File: config.mk
export PLATFORM = sky130hd
export DESIGN_NAME = rtc_pwc_top
export DESIGN_NICKNAME = d
export VERILOG_FILES = /design/src/rtc_pwc_pkg.sv /design/src/rtc_pwc_cal.sv /design/src/rtc_pwc_prescale.sv /design/src/rtc_pwc_top.sv
export VERILOG_INCLUDE_DIRS = /design/src
export SDC_FILE = /design/constraint.sdc
export NUM_CORES = 1
export LEC_CHECK = 0
export BUFFER_PORTS_ARGS = -buffer_cell sky130_fd_sc_hd__clkbuf_2
export CAP_MARGIN = 25
export CORE_ASPECT_RATIO = 2
export CORE_MARGIN = 3
export CORE_UTILIZATION = 55
export DETAILED_ROUTE_END_ITERATION = 8
export PLACE_DENSITY = 0.88
export SLEW_MARGIN = 40
export SYNTH_ARGS = -nofsm -noshare
export SYNTH_HDL_FRONTEND = slang
export SYNTH_SLANG_ARGS = --single-unit
File: constraint.sdc
create_clock -name pclk -period 3.9 [get_ports pclk]
set_input_delay 1.17 -clock pclk [delete_from_list [all_inputs] [get_ports pclk]]
set_output_delay 1.17 -clock pclk [all_outputs]
set_load 0.1 [all_outputs]
File: src/rtc_pwc_defs.svh
// Register offsets, field positions, masks and reset values of the alarm/power window block
`ifndef RTC_PWC_DEFS_SVH
`define RTC_PWC_DEFS_SVH
// Byte offsets on the APB bus
`define OFS_CONTROL     12'h000
`define OFS_ALARM_CFG   12'h004
`define OFS_WIN_UPPER   12'h008
`define OFS_WIN_LOWER   12'h00c
`define OFS_TIME_MS     12'h010
`define OFS_POWER_WIN   12'h014
`define OFS_CALIB       12'h018
`define OFS_STATUS      12'h01c
// Control register fields
`define CTL_WREN_BIT    0
`define CTL_OUTSEL_HI   9
`define CTL_OUTSEL_LO   8
`define CTL_SPRE_BIT    12
`define CTL_CPRE_BIT    13
`define CTL_POL_BIT     14
`define CTL_EN_BIT      15
`define CTL_MASK        16'hf301
`define OUTSEL_POWER    2'h3
// Alarm pointer field
`define PTR_HI          9
`define PTR_LO          8
`define PTR_ZERO        2'h0
// Implemented bits per byte of each value register
`define MASK_MIN_SEC    8'h7f
`define MASK_MONTH      8'h1f
`define MASK_DAY        8'h3f
`define MASK_WEEKDAY    8'h07
`define MASK_HOURS      8'h3f
// Window timer fields and the sample always-on code
`define STAB_HI         15
`define STAB_LO         8
`define SAMP_HI         7
`define SAMP_LO         0
`define SAMP_ALWAYS     8'hff
`define COUNT_ZERO      8'h00
// Calibration: scale by four, ten bits of pending pulses
`define CAL_SHIFT       2
`define PEND_ZERO       10'h000
`define RESET_16        16'h0000
`define RESET_8         8'h00
`endif

File: src/rtc_pwc_pkg.sv
// Types shared by the alarm/power window block
package rtc_pwc_pkg;
   // Window sequencer states, one-hot
   typedef enum logic [2:0] {
      WIN_IDLE = 3'h1,
      WIN_STAB = 3'h2,
      WIN_SAMP = 3'h4
   } win_state_t;
endpackage : rtc_pwc_pkg

File: src/rtc_pwc_cal.sv
// Once-per-minute calibration: drops or inserts source ticks on the timer tick
`timescale 1ns/1ps
`default_nettype none
`include "rtc_pwc_defs.svh"
module rtc_pwc_cal (
   // Clock and reset
   input  wire logic       pclk,
   input  wire logic       presetn,
   // Source tick, minute strobe, signed calibration value
   input  wire logic       rtc_tick,
   input  wire logic       minute_pulse,
   input  wire logic [7:0] cal_value,
   // Adjusted timer tick and busy flag
   output logic            timer_tick,
   output logic            adjust_busy
);
   logic [9:0] pending;      // Pulses still to drop or add
   logic       negative;     // Sign of the pending adjustment
   logic [9:0] next_pending;
   logic       next_negative;
   logic       next_tick;
   logic [9:0] magnitude;    // |cal| times four

   // Magnitude of the signed value, scaled by four
   always_comb
   begin
      magnitude = cal_value[7] ? {2'b00, 8'(-cal_value)} : {2'b00, cal_value};
      magnitude = magnitude << `CAL_SHIFT;
   end

   // Negative drops ticks, positive fills idle cycles with extra ticks
   always_comb
   begin
      next_pending  = pending;
      next_negative = negative;
      next_tick     = rtc_tick;
      if (pending != `PEND_ZERO)
      begin
         if (negative && rtc_tick)
         begin
            next_tick    = 1'b0;
            next_pending = pending - 10'h001;
         end
         else if (!negative && !rtc_tick)
         begin
            next_tick    = 1'b1;
            next_pending = pending - 10'h001;
         end
      end
      // A new minute reloads; an unfinished remainder is abandoned
      if (minute_pulse)
      begin
         next_pending  = magnitude;
         next_negative = cal_value[7];
      end
   end

   // Registers only
   always_ff @(posedge pclk or negedge presetn)
   begin
      if (!presetn)
      begin
         pending     <= `PEND_ZERO;
         negative    <= 1'b0;
         timer_tick  <= 1'b0;
         adjust_busy <= 1'b0;
      end
      else
      begin
         pending     <= next_pending;
         negative    <= next_negative;
         timer_tick  <= next_tick;
         adjust_busy <= (next_pending != `PEND_ZERO);
      end
   end
endmodule : rtc_pwc_cal
`default_nettype wire

File: src/rtc_pwc_prescale.sv
// Power-control clock prescaler: passes the source tick through or halves it
`timescale 1ns/1ps
`default_nettype none
module rtc_pwc_prescale (
   // Clock and reset
   input  wire logic pclk,
   input  wire logic presetn,
   // Source tick and divide select
   input  wire logic rtc_tick,
   input  wire logic div2,
   // Prescaled tick, one cycle
   output logic      pwc_tick
);
   logic phase;       // Toggles on each source tick
   logic next_phase;
   logic next_tick;

   // Halving takes every second source tick
   always_comb
   begin
      next_phase = phase;
      next_tick  = 1'b0;
      if (rtc_tick)
      begin
         next_phase = ~phase;
         next_tick  = div2 ? phase : 1'b1;
      end
   end

   // Registers only
   always_ff @(posedge pclk or negedge presetn)
   begin
      if (!presetn)
      begin
         phase    <= 1'b0;
         pwc_tick <= 1'b0;
      end
      else
      begin
         phase    <= next_phase;
         pwc_tick <= next_tick;
      end
   end
endmodule : rtc_pwc_prescale
`default_nettype wire

File: src/rtc_pwc_top.sv
// Alarm value registers, power-control window timers and calibration behind APB
`timescale 1ns/1ps
`default_nettype none
`include "rtc_pwc_defs.svh"
module rtc_pwc_top (
   // APB clock and reset
   input  wire logic        pclk,
   input  wire logic        presetn,
   // APB slave
   input  wire logic        psel,
   input  wire logic        penable,
   input  wire logic        pwrite,
   input  wire logic [11:0] paddr,
   input  wire logic [31:0] pwdata,
   output logic [31:0]      prdata,
   output logic             pready,
   output logic             pslverr,
   // Real-time clock events
   input  wire logic        rtc_tick,
   input  wire logic        alarm_event,
   input  wire logic        minute_pulse,
   // Outputs
   output logic             pwc_pin,
   output logic             sample_window,
   output logic             timer_tick
);
   // Software state
   logic [15:0] control;        // Enables, polarity, prescalers, output select
   logic [15:0] alarm_cfg;      // Pointer in bits 9-8
   logic [15:0] time_ms;        // Minutes/seconds value
   logic [15:0] alarm_md;       // Alarm month/day
   logic [15:0] alarm_wh;       // Alarm weekday/hours
   logic [15:0] alarm_ms;       // Alarm minutes/seconds
   logic [15:0] power_win;      // Stability and sample lengths
   logic [7:0]  calib;          // Signed calibration value
   logic [15:0] next_control, next_alarm_cfg, next_time_ms;
   logic [15:0] next_alarm_md, next_alarm_wh, next_alarm_ms, next_power_win;
   logic [7:0]  next_calib;
   logic [31:0] next_prdata;
   logic        next_pready, next_pslverr;
   // Bus decode helpers
   logic        setup, commit, hit, wren;
   logic [1:0]  ptr;
   logic [7:0]  wbyte;
   // Window sequencer
   rtc_pwc_pkg::win_state_t state, next_state;
   logic [7:0]  count, next_count;
   logic        next_pin, next_sample;
   logic        stab_tick, samp_tick, adjust_busy;
   logic [7:0]  stab_len, samp_len;
   logic        pwc_active;

   assign setup    = psel && !penable;
   assign commit   = psel && penable && pready;
   assign wren     = control[`CTL_WREN_BIT];
   assign ptr      = alarm_cfg[`PTR_HI:`PTR_LO];
   assign wbyte    = pwdata[7:0];
   assign stab_len = power_win[`STAB_HI:`STAB_LO];
   assign samp_len = power_win[`SAMP_HI:`SAMP_LO];

   // Stability and sample clocks each have their own divider
   rtc_pwc_prescale u_stab_pre (
      .pclk     (pclk),
      .presetn  (presetn),
      .rtc_tick (rtc_tick),
      .div2     (control[`CTL_CPRE_BIT]),
      .pwc_tick (stab_tick)
   );
   rtc_pwc_prescale u_samp_pre (
      .pclk     (pclk),
      .presetn  (presetn),
      .rtc_tick (rtc_tick),
      .div2     (control[`CTL_SPRE_BIT]),
      .pwc_tick (samp_tick)
   );

   // Calibration adjusts the timer tick and never touches the registers
   rtc_pwc_cal u_cal (
      .pclk         (pclk),
      .presetn      (presetn),
      .rtc_tick     (rtc_tick),
      .minute_pulse (minute_pulse),
      .cal_value    (calib),
      .timer_tick   (timer_tick),
      .adjust_busy  (adjust_busy)
   );

   // Address decode and read mux; read data is captured in the setup cycle
   always_comb
   begin
      hit         = 1'b1;
      next_prdata = 32'h0000_0000;
      case (paddr)
         `OFS_CONTROL:   next_prdata[15:0] = control;
         `OFS_ALARM_CFG: next_prdata[15:0] = alarm_cfg;
         `OFS_WIN_UPPER, `OFS_WIN_LOWER:
         begin
            // Pointer 11 selects nothing and reads zero
            case (ptr)
               2'h0:    next_prdata[15:0] = alarm_ms;
               2'h1:    next_prdata[15:0] = alarm_wh;
               2'h2:    next_prdata[15:0] = alarm_md;
               default: next_prdata[15:0] = `RESET_16;
            endcase
            if (paddr == `OFS_WIN_UPPER)
               next_prdata[7:0]  = next_prdata[15:8];
            next_prdata[15:8] = 8'h00;
         end
         `OFS_TIME_MS:   next_prdata[15:0] = time_ms;
         `OFS_POWER_WIN: next_prdata[15:0] = power_win;
         `OFS_CALIB:     next_prdata[7:0]  = calib;
         `OFS_STATUS:    next_prdata[3:0]  = {adjust_busy, pwc_active,
                                              state == rtc_pwc_pkg::WIN_SAMP,
                                              state == rtc_pwc_pkg::WIN_STAB};
         default:        hit = 1'b0;
      endcase
      // No wait state: pready rises in the first access cycle
      next_pready  = setup;
      next_pslverr = setup && !hit;
      if (!setup)
         next_prdata = prdata;
   end

   // Register writes at the completing edge only
   always_comb
   begin
      next_control   = control;
      next_alarm_cfg = alarm_cfg;
      next_time_ms   = time_ms;
      next_alarm_md  = alarm_md;
      next_alarm_wh  = alarm_wh;
      next_alarm_ms  = alarm_ms;
      next_power_win = power_win;
      next_calib     = calib;
      if (commit && pwrite)
      begin
         case (paddr)
            `OFS_CONTROL:   next_control   = pwdata[15:0] & `CTL_MASK;
            `OFS_ALARM_CFG: next_alarm_cfg = pwdata[15:0];
            `OFS_TIME_MS:   next_time_ms   = {1'b0, pwdata[14:8], 1'b0, pwdata[6:0]};
            `OFS_POWER_WIN:
               if (wren)
                  next_power_win = pwdata[15:0];
            `OFS_CALIB:     next_calib     = pwdata[7:0];
            `OFS_WIN_UPPER:
               case (ptr)
                  2'h0: next_alarm_ms[15:8] = wbyte & `MASK_MIN_SEC;
                  2'h1:
                     if (wren)
                        next_alarm_wh[15:8] = wbyte & `MASK_WEEKDAY;
                  2'h2:
                     if (wren)
                        next_alarm_md[15:8] = wbyte & `MASK_MONTH;
                  default: ;
               endcase
            `OFS_WIN_LOWER:
               case (ptr)
                  2'h0: next_alarm_ms[7:0] = wbyte & `MASK_MIN_SEC;
                  2'h1:
                     if (wren)
                        next_alarm_wh[7:0] = wbyte & `MASK_HOURS;
                  2'h2:
                     if (wren)
                        next_alarm_md[7:0] = wbyte & `MASK_DAY;
                  default: ;
               endcase
            default: ;
         endcase
      end
      // Any upper-half access steps the pointer down, stopping at zero
      if (commit && paddr == `OFS_WIN_UPPER && ptr != `PTR_ZERO)
         next_alarm_cfg[`PTR_HI:`PTR_LO] = ptr - 2'h1;
   end

   // Window sequencer; an alarm always wins over the running count
   always_comb
   begin
      next_state = state;
      next_count = count;
      case (state)
         rtc_pwc_pkg::WIN_IDLE: ;
         rtc_pwc_pkg::WIN_STAB:
            if (count == `COUNT_ZERO)
            begin
               // Zero sample length still passes through one sample cycle
               next_state = rtc_pwc_pkg::WIN_SAMP;
               next_count = samp_len;
            end
            else if (stab_tick)
               next_count = count - 8'h01;
         rtc_pwc_pkg::WIN_SAMP:
            if (count == `COUNT_ZERO && samp_len != `SAMP_ALWAYS)
               next_state = rtc_pwc_pkg::WIN_IDLE;
            else if (samp_tick && count != `COUNT_ZERO)
               next_count = count - 8'h01;
         default:
         begin
            next_state = rtc_pwc_pkg::WIN_IDLE;
            next_count = `COUNT_ZERO;
         end
      endcase
      if (alarm_event && control[`CTL_EN_BIT])
      begin
         // Restart from every alarm; zero stability goes straight to sampling
         if (stab_len == `COUNT_ZERO)
         begin
            next_state = rtc_pwc_pkg::WIN_SAMP;
            next_count = samp_len;
         end
         else
         begin
            next_state = rtc_pwc_pkg::WIN_STAB;
            next_count = stab_len;
         end
      end
      // Disabling power control abandons a window in progress
      if (!control[`CTL_EN_BIT])
         next_state = rtc_pwc_pkg::WIN_IDLE;
   end

   // Output levels follow the next state so the pins change with it
   always_comb
   begin
      next_sample = (next_state == rtc_pwc_pkg::WIN_SAMP) ||
                    (samp_len == `SAMP_ALWAYS);
      next_pin    = (next_state != rtc_pwc_pkg::WIN_IDLE) &&
                    (control[`CTL_OUTSEL_HI:`CTL_OUTSEL_LO] == `OUTSEL_POWER);
      next_pin    = control[`CTL_POL_BIT] ? next_pin : ~next_pin;
   end

   assign pwc_active = (state != rtc_pwc_pkg::WIN_IDLE);

   // Registers only; value registers clear at reset in place of unknown
   always_ff @(posedge pclk or negedge presetn)
   begin
      if (!presetn)
      begin
         control       <= `RESET_16;
         alarm_cfg     <= `RESET_16;
         time_ms       <= `RESET_16;
         alarm_md      <= `RESET_16;
         alarm_wh      <= `RESET_16;
         alarm_ms      <= `RESET_16;
         power_win     <= `RESET_16;
         calib         <= `RESET_8;
         prdata        <= 32'h0000_0000;
         pready        <= 1'b0;
         pslverr       <= 1'b0;
         state         <= rtc_pwc_pkg::WIN_IDLE;
         count         <= `COUNT_ZERO;
         pwc_pin       <= 1'b1;
         sample_window <= 1'b0;
      end
      else
      begin
         control       <= next_control;
         alarm_cfg     <= next_alarm_cfg;
         time_ms       <= next_time_ms;
         alarm_md      <= next_alarm_md;
         alarm_wh      <= next_alarm_wh;
         alarm_ms      <= next_alarm_ms;
         power_win     <= next_power_win;
         calib         <= next_calib;
         prdata        <= next_prdata;
         pready        <= next_pready;
         pslverr       <= next_pslverr;
         state         <= next_state;
         count         <= next_count;
         pwc_pin       <= next_pin;
         sample_window <= next_sample;
      end
   end
endmodule : rtc_pwc_top
`default_nettype wire

==> reports/qor.json <==
{
  "outcome": {"value": "complete, no violations"},
  "timing_hold_violations_final": {"value": 0},
  "synth_largest_type_area_fraction": {"value": 49.7, "unit": "%"},
  "cpMaxStageDelayCell": {"value": "sky130_fd_sc_hd__or4_1"},
  "dieHeight": {"value": 167, "unit": "µm"},
  "count_of_placed_standard_cells_including_taps": {"value": 822},
  "cts.root.buffer_cell": {"value": "sky130_fd_sc_hd__clkbuf_16"},
  "timing.critical_path.slowest_cell_delay": {"value": 0.55, "unit": "ns"},
  "post_drt_via_cell_ratio": {"value": 6.74},
  "finalNetCount": {"value": 751},
  "layout_cell_share_with_drive_strength_beyond_1": {"value": 31.8, "unit": "%"},
  "floorplan.rows": {"value": 58},
  "cts.htree.levels": {"value": 4},
  "largest_net_degree_at_the_start_of_global_routing": {"value": 71},
  "antenna_cells_inserted": {"value": 0},
  "leakage": {"value": 4.00, "unit": "nW"},
  "design.portCount": {"value": 89},
  "cts_hold_buffers": {"value": 0},
  "cts.sink_count": {"value": 143},
  "wl_met2": {"value": 10100, "unit": "µm"},
  "hold_class": {"value": "register to register"},
  "setup_ws": {"value": 0.749, "unit": "ns"},
  "reg2reg_setup_slack": {"value": 0.82, "unit": "ns"},
  "yosysWarningCount": {"value": 0},
  "routedWlPerCell": {"value": 22.7, "unit": "µm"},
  "clkTransAtPathRegs": {"value": 0.06, "unit": "ns"},
  "power-per-cell-area": {"value": 442, "unit": "mW/mm²"},
  "pre_cts_ws": {"value": 0.334, "unit": "ns"},
  "place_hpwl": {"value": 13200, "unit": "µm"},
  "route.detailed.drc": {"value": 0},
  "timing.reg2reg.worst_path_depth": {"value": 8},
  "vdd.ir_drop.worst": {"value": 0.000400, "unit": "V"},
  "number_of_cells_produced_by_synthesis": {"value": 626},
  "setup_tns": {"value": 0, "unit": "ns"},
  "worstPathMaxFanout": {"value": 5},
  "grt_first_pass_wirelength": {"value": 30700, "unit": "µm"},
  "postRouteAntennaNets": {"value": 0},
  "yosys.area.top_type": {"value": "sky130_fd_sc_hd__dfrtp_1"},
  "critPathLaunchType": {"value": "primary input"},
  "worstReg2RegStart": {"value": "u_cal.pending[0]$_DFF_PN0_"},
  "min_period_over_period": {"value": 80.8, "unit": "%"},
  "grt_setup_unrepaired": {"value": "no"},
  "worst-path-buf-inv": {"value": 1},
  "crit_path_dat": {"value": 3.44, "unit": "ns"},
  "first_pass_iters": {"value": 6},
  "cp-end-kind": {"value": "register"},
  "synth_seq_area_share": {"value": 50.4, "unit": "%"},
  "area_growth": {"value": 16.0, "unit": "%"},
  "cts.repair.resized": {"value": 0},
  "report.final.slew_viol_count": {"value": 0},
  "wl_met1": {"value": 6500, "unit": "µm"},
  "timing.hold.ws": {"value": 0.454, "unit": "ns"},
  "grt_usage": {"value": 27.9, "unit": "%"},
  "setup_violations": {"value": 0},
  "initial_core_util": {"value": 56.3, "unit": "%"},
  "worst_hold_startpoint": {"value": "control[14]$_DFFE_PN0P_"},
  "worst_clock_skew": {"value": 0.00772, "unit": "ns"},
  "port-buffer-count": {"value": 56},
  "drv.max_cap_violation_count": {"value": 0},
  "numCtsBuffers": {"value": 17},
  "synth_seq_cells": {"value": 143},
  "die_w": {"value": 86.4, "unit": "µm"},
  "hold_path_depth": {"value": 1},
  "critPathKind": {"value": "primary input to register"},
  "synth_area": {"value": 0.00711, "unit": "mm²"},
  "crit-reg2reg-capture": {"value": "u_cal.adjust_busy$_DFF_PN0_"},
  "synth_enable_flop_cells": {"value": 0},
  "first_global_vias": {"value": 5969},
  "finalWeightedCongestion": {"value": 0.896},
  "timing.final.crit_period": {"value": 3.15, "unit": "ns"},
  "post_synth_num_cell_types": {"value": 58},
  "cp_data_required_time": {"value": 4.19, "unit": "ns"},
  "syn_area_per_cell": {"value": 11.4, "unit": "µm²"},
  "yosys_most_used_dff": {"value": "sky130_fd_sc_hd__dfrtp_1"},
  "synth_top_cells_by_area": {"value": "sky130_fd_sc_hd__dfrtp_1 50%, sky130_fd_sc_hd__mux2_2 15%, sky130_fd_sc_hd__nand2_1 2.6%, sky130_fd_sc_hd__mux4_2 2.2%, sky130_fd_sc_hd__nor2_1 2.0%"},
  "total_overflow_reported_by_the_global_router": {"value": 0},
  "stdcell_count": {"value": 854},
  "cell_repeated_most_along_the_worst_path": {"value": "sky130_fd_sc_hd__or4_1"},
  "cell_chain_critical_path": {"value": "clkbuf_2 > xor2_1 > or4_4 > a221oi_2 > a21oi_1 > or4_1 > or4_1"},
  "hold_path_end": {"value": "pwc_pin$_DFF_PN1_"},
  "initial_antenna_violation_count": {"value": 0},
  "highest-signal-layer": {"value": "met4"},
  "clock_latency": {"value": 0.42, "unit": "ns"},
  "cts_max_path_buffers": {"value": 2},
  "tightest_slew": {"value": 0.775, "unit": "ns"},
  "core_region_area": {"value": 0.0126, "unit": "mm²"},
  "synthMostInstantiatedCell": {"value": "sky130_fd_sc_hd__dfrtp_1"},
  "cp_top_family": {"value": "simple AND/OR/NAND/NOR gates"},
  "async_flop_share": {"value": 100, "unit": "%"},
  "max_clock_freq": {"value": 0.317, "unit": "GHz"},
  "num_vias": {"value": 5753},
  "tritoncts": {"value": "yes"},
  "maxSlewHeadroom": {"value": 47.8, "unit": "%"},
  "cts_post_setup_buffers_inserted": {"value": 0},
  "wl": {"value": 19400, "unit": "µm"},
  "fp.dieArea": {"value": 0.0144, "unit": "mm²"},
  "met3WireLength": {"value": 1270, "unit": "µm"},
  "drtIter0Drc": {"value": 601},
  "netlist_top_cells_count": {"value": "141 x sky130_fd_sc_hd__dfrtp_1, 96 x sky130_fd_sc_hd__mux2_2, 49 x sky130_fd_sc_hd__nand2_1"}
}
## registers in the layout, indices dropped and copies added, names as in the netlist, 8 cells and up
signal,cells
alarm_cfg,16
alarm_ms,14
alarm_md,11
alarm_wh,9
u_cal.pending,10
time_ms,14
count,8
calib,8
prdata,16
power_win,16
## cell type report
| class | count | area [µm²] |
|---|---|---|
| multi-input combinational | 430 | 3270 |
| clock buffer | 18 | 439 |
| tap | 150 | 188 |
| inverter | 22 | 82.6 |
| sequential | 143 | 3580 |
| fill | 907 | 4380 |
| clock inverter | 14 | 226 |
| timing repair buffer | 77 | 457 |
## logic make-up after synthesis
group	synth area share, %
buffers and inverters	4.51
adder cells (fa/ha/maj)	1.41
multiplexers	18.6
AO/OA/AOI/OAI	11.1
XOR/XNOR	1.85
flip-flops	50.4
AND/OR/NAND/NOR	12.2
other	0.0528
## routing by layer
layer  up-vias  GRT usage (%)
met5         -              0
met4         0           20.8
met3       125           6.04
met2       369           47.0
met1      2862           29.4
li1       2397              -
## worst max path at each step
| stage | startpoint | to | slack [ns] | cells after the start |
|---|---|---|---|---|
| after floorplan | rtc_tick | u_cal.adjust_busy$_DFF_PN0_ | 0.46 | 7 |
| after global placement | rtc_tick | u_cal.adjust_busy$_DFF_PN0_ | 0.34 | 7 |
| after detailed placement | rtc_tick | u_cal.adjust_busy$_DFF_PN0_ | 0.33 | 7 |
| after CTS | rtc_tick | u_cal.adjust_busy$_DFF_PN0_ | 0.76 | 7 |
| after global routing | paddr[11] | alarm_md[8]$_DFFE_PN0P_ | 0.66 | 6 |
| final | rtc_tick | u_cal.adjust_busy$_DFF_PN0_ | 0.75 | 7 |
## through the flow
stage,power [mW],utilization (%),area [µm²]
2_1_floorplan,1.74,-,7160
3_3_place_gp,1.82,59.9,7570
4_1_cts,3.64,65.2,8240
3_5_place_dp,1.83,60.0,7570
5_1_grt,3.74,65.3,8240
6_report,3.65,65.3,8240
## cell usage in the layout, fill, tap and decap left out, types with 6 or more instances in the layout
cell / instances
sky130_fd_sc_hd__or3_1: 8
sky130_fd_sc_hd__buf_4: 20
sky130_fd_sc_hd__a221oi_1: 7
sky130_fd_sc_hd__ha_1: 8
sky130_fd_sc_hd__a2bb2oi_1: 7
sky130_fd_sc_hd__mux4_2: 7
sky130_fd_sc_hd__conb_1: 16
sky130_fd_sc_hd__a221o_1: 7
sky130_fd_sc_hd__mux2_2: 96
sky130_fd_sc_hd__clkbuf_16: 17
sky130_fd_sc_hd__inv_1: 22
sky130_fd_sc_hd__nand2_1: 49
sky130_fd_sc_hd__dfrtp_1: 141
sky130_fd_sc_hd__mux2i_1: 8
sky130_fd_sc_hd__and3_1: 6
sky130_fd_sc_hd__xor2_1: 7
sky130_fd_sc_hd__nor3_1: 12
sky130_fd_sc_hd__a222oi_1: 10
sky130_fd_sc_hd__o21ai_0: 23
sky130_fd_sc_hd__nand3_1: 12
sky130_fd_sc_hd__xnor2_1: 8
sky130_fd_sc_hd__nor4_1: 8
sky130_fd_sc_hd__clkbuf_2: 55
sky130_fd_sc_hd__nor2_1: 38
sky130_fd_sc_hd__a21oi_1: 17
sky130_fd_sc_hd__nand4_1: 7
## where the power goes
part | leakage (nW) | total, mW | internal, mW | switching (mW)
Combinational | 1.76 | 0.276 | 0.0597 | 0.216
Sequential | 1.92 | 1.53 | 1.51 | 0.0223
Clock | 0.324 | 1.84 | 1.17 | 0.675
Total | 4.00 | 3.65 | 2.73 | 0.914
No activity file was read; power rests on OpenSTA's default activity.
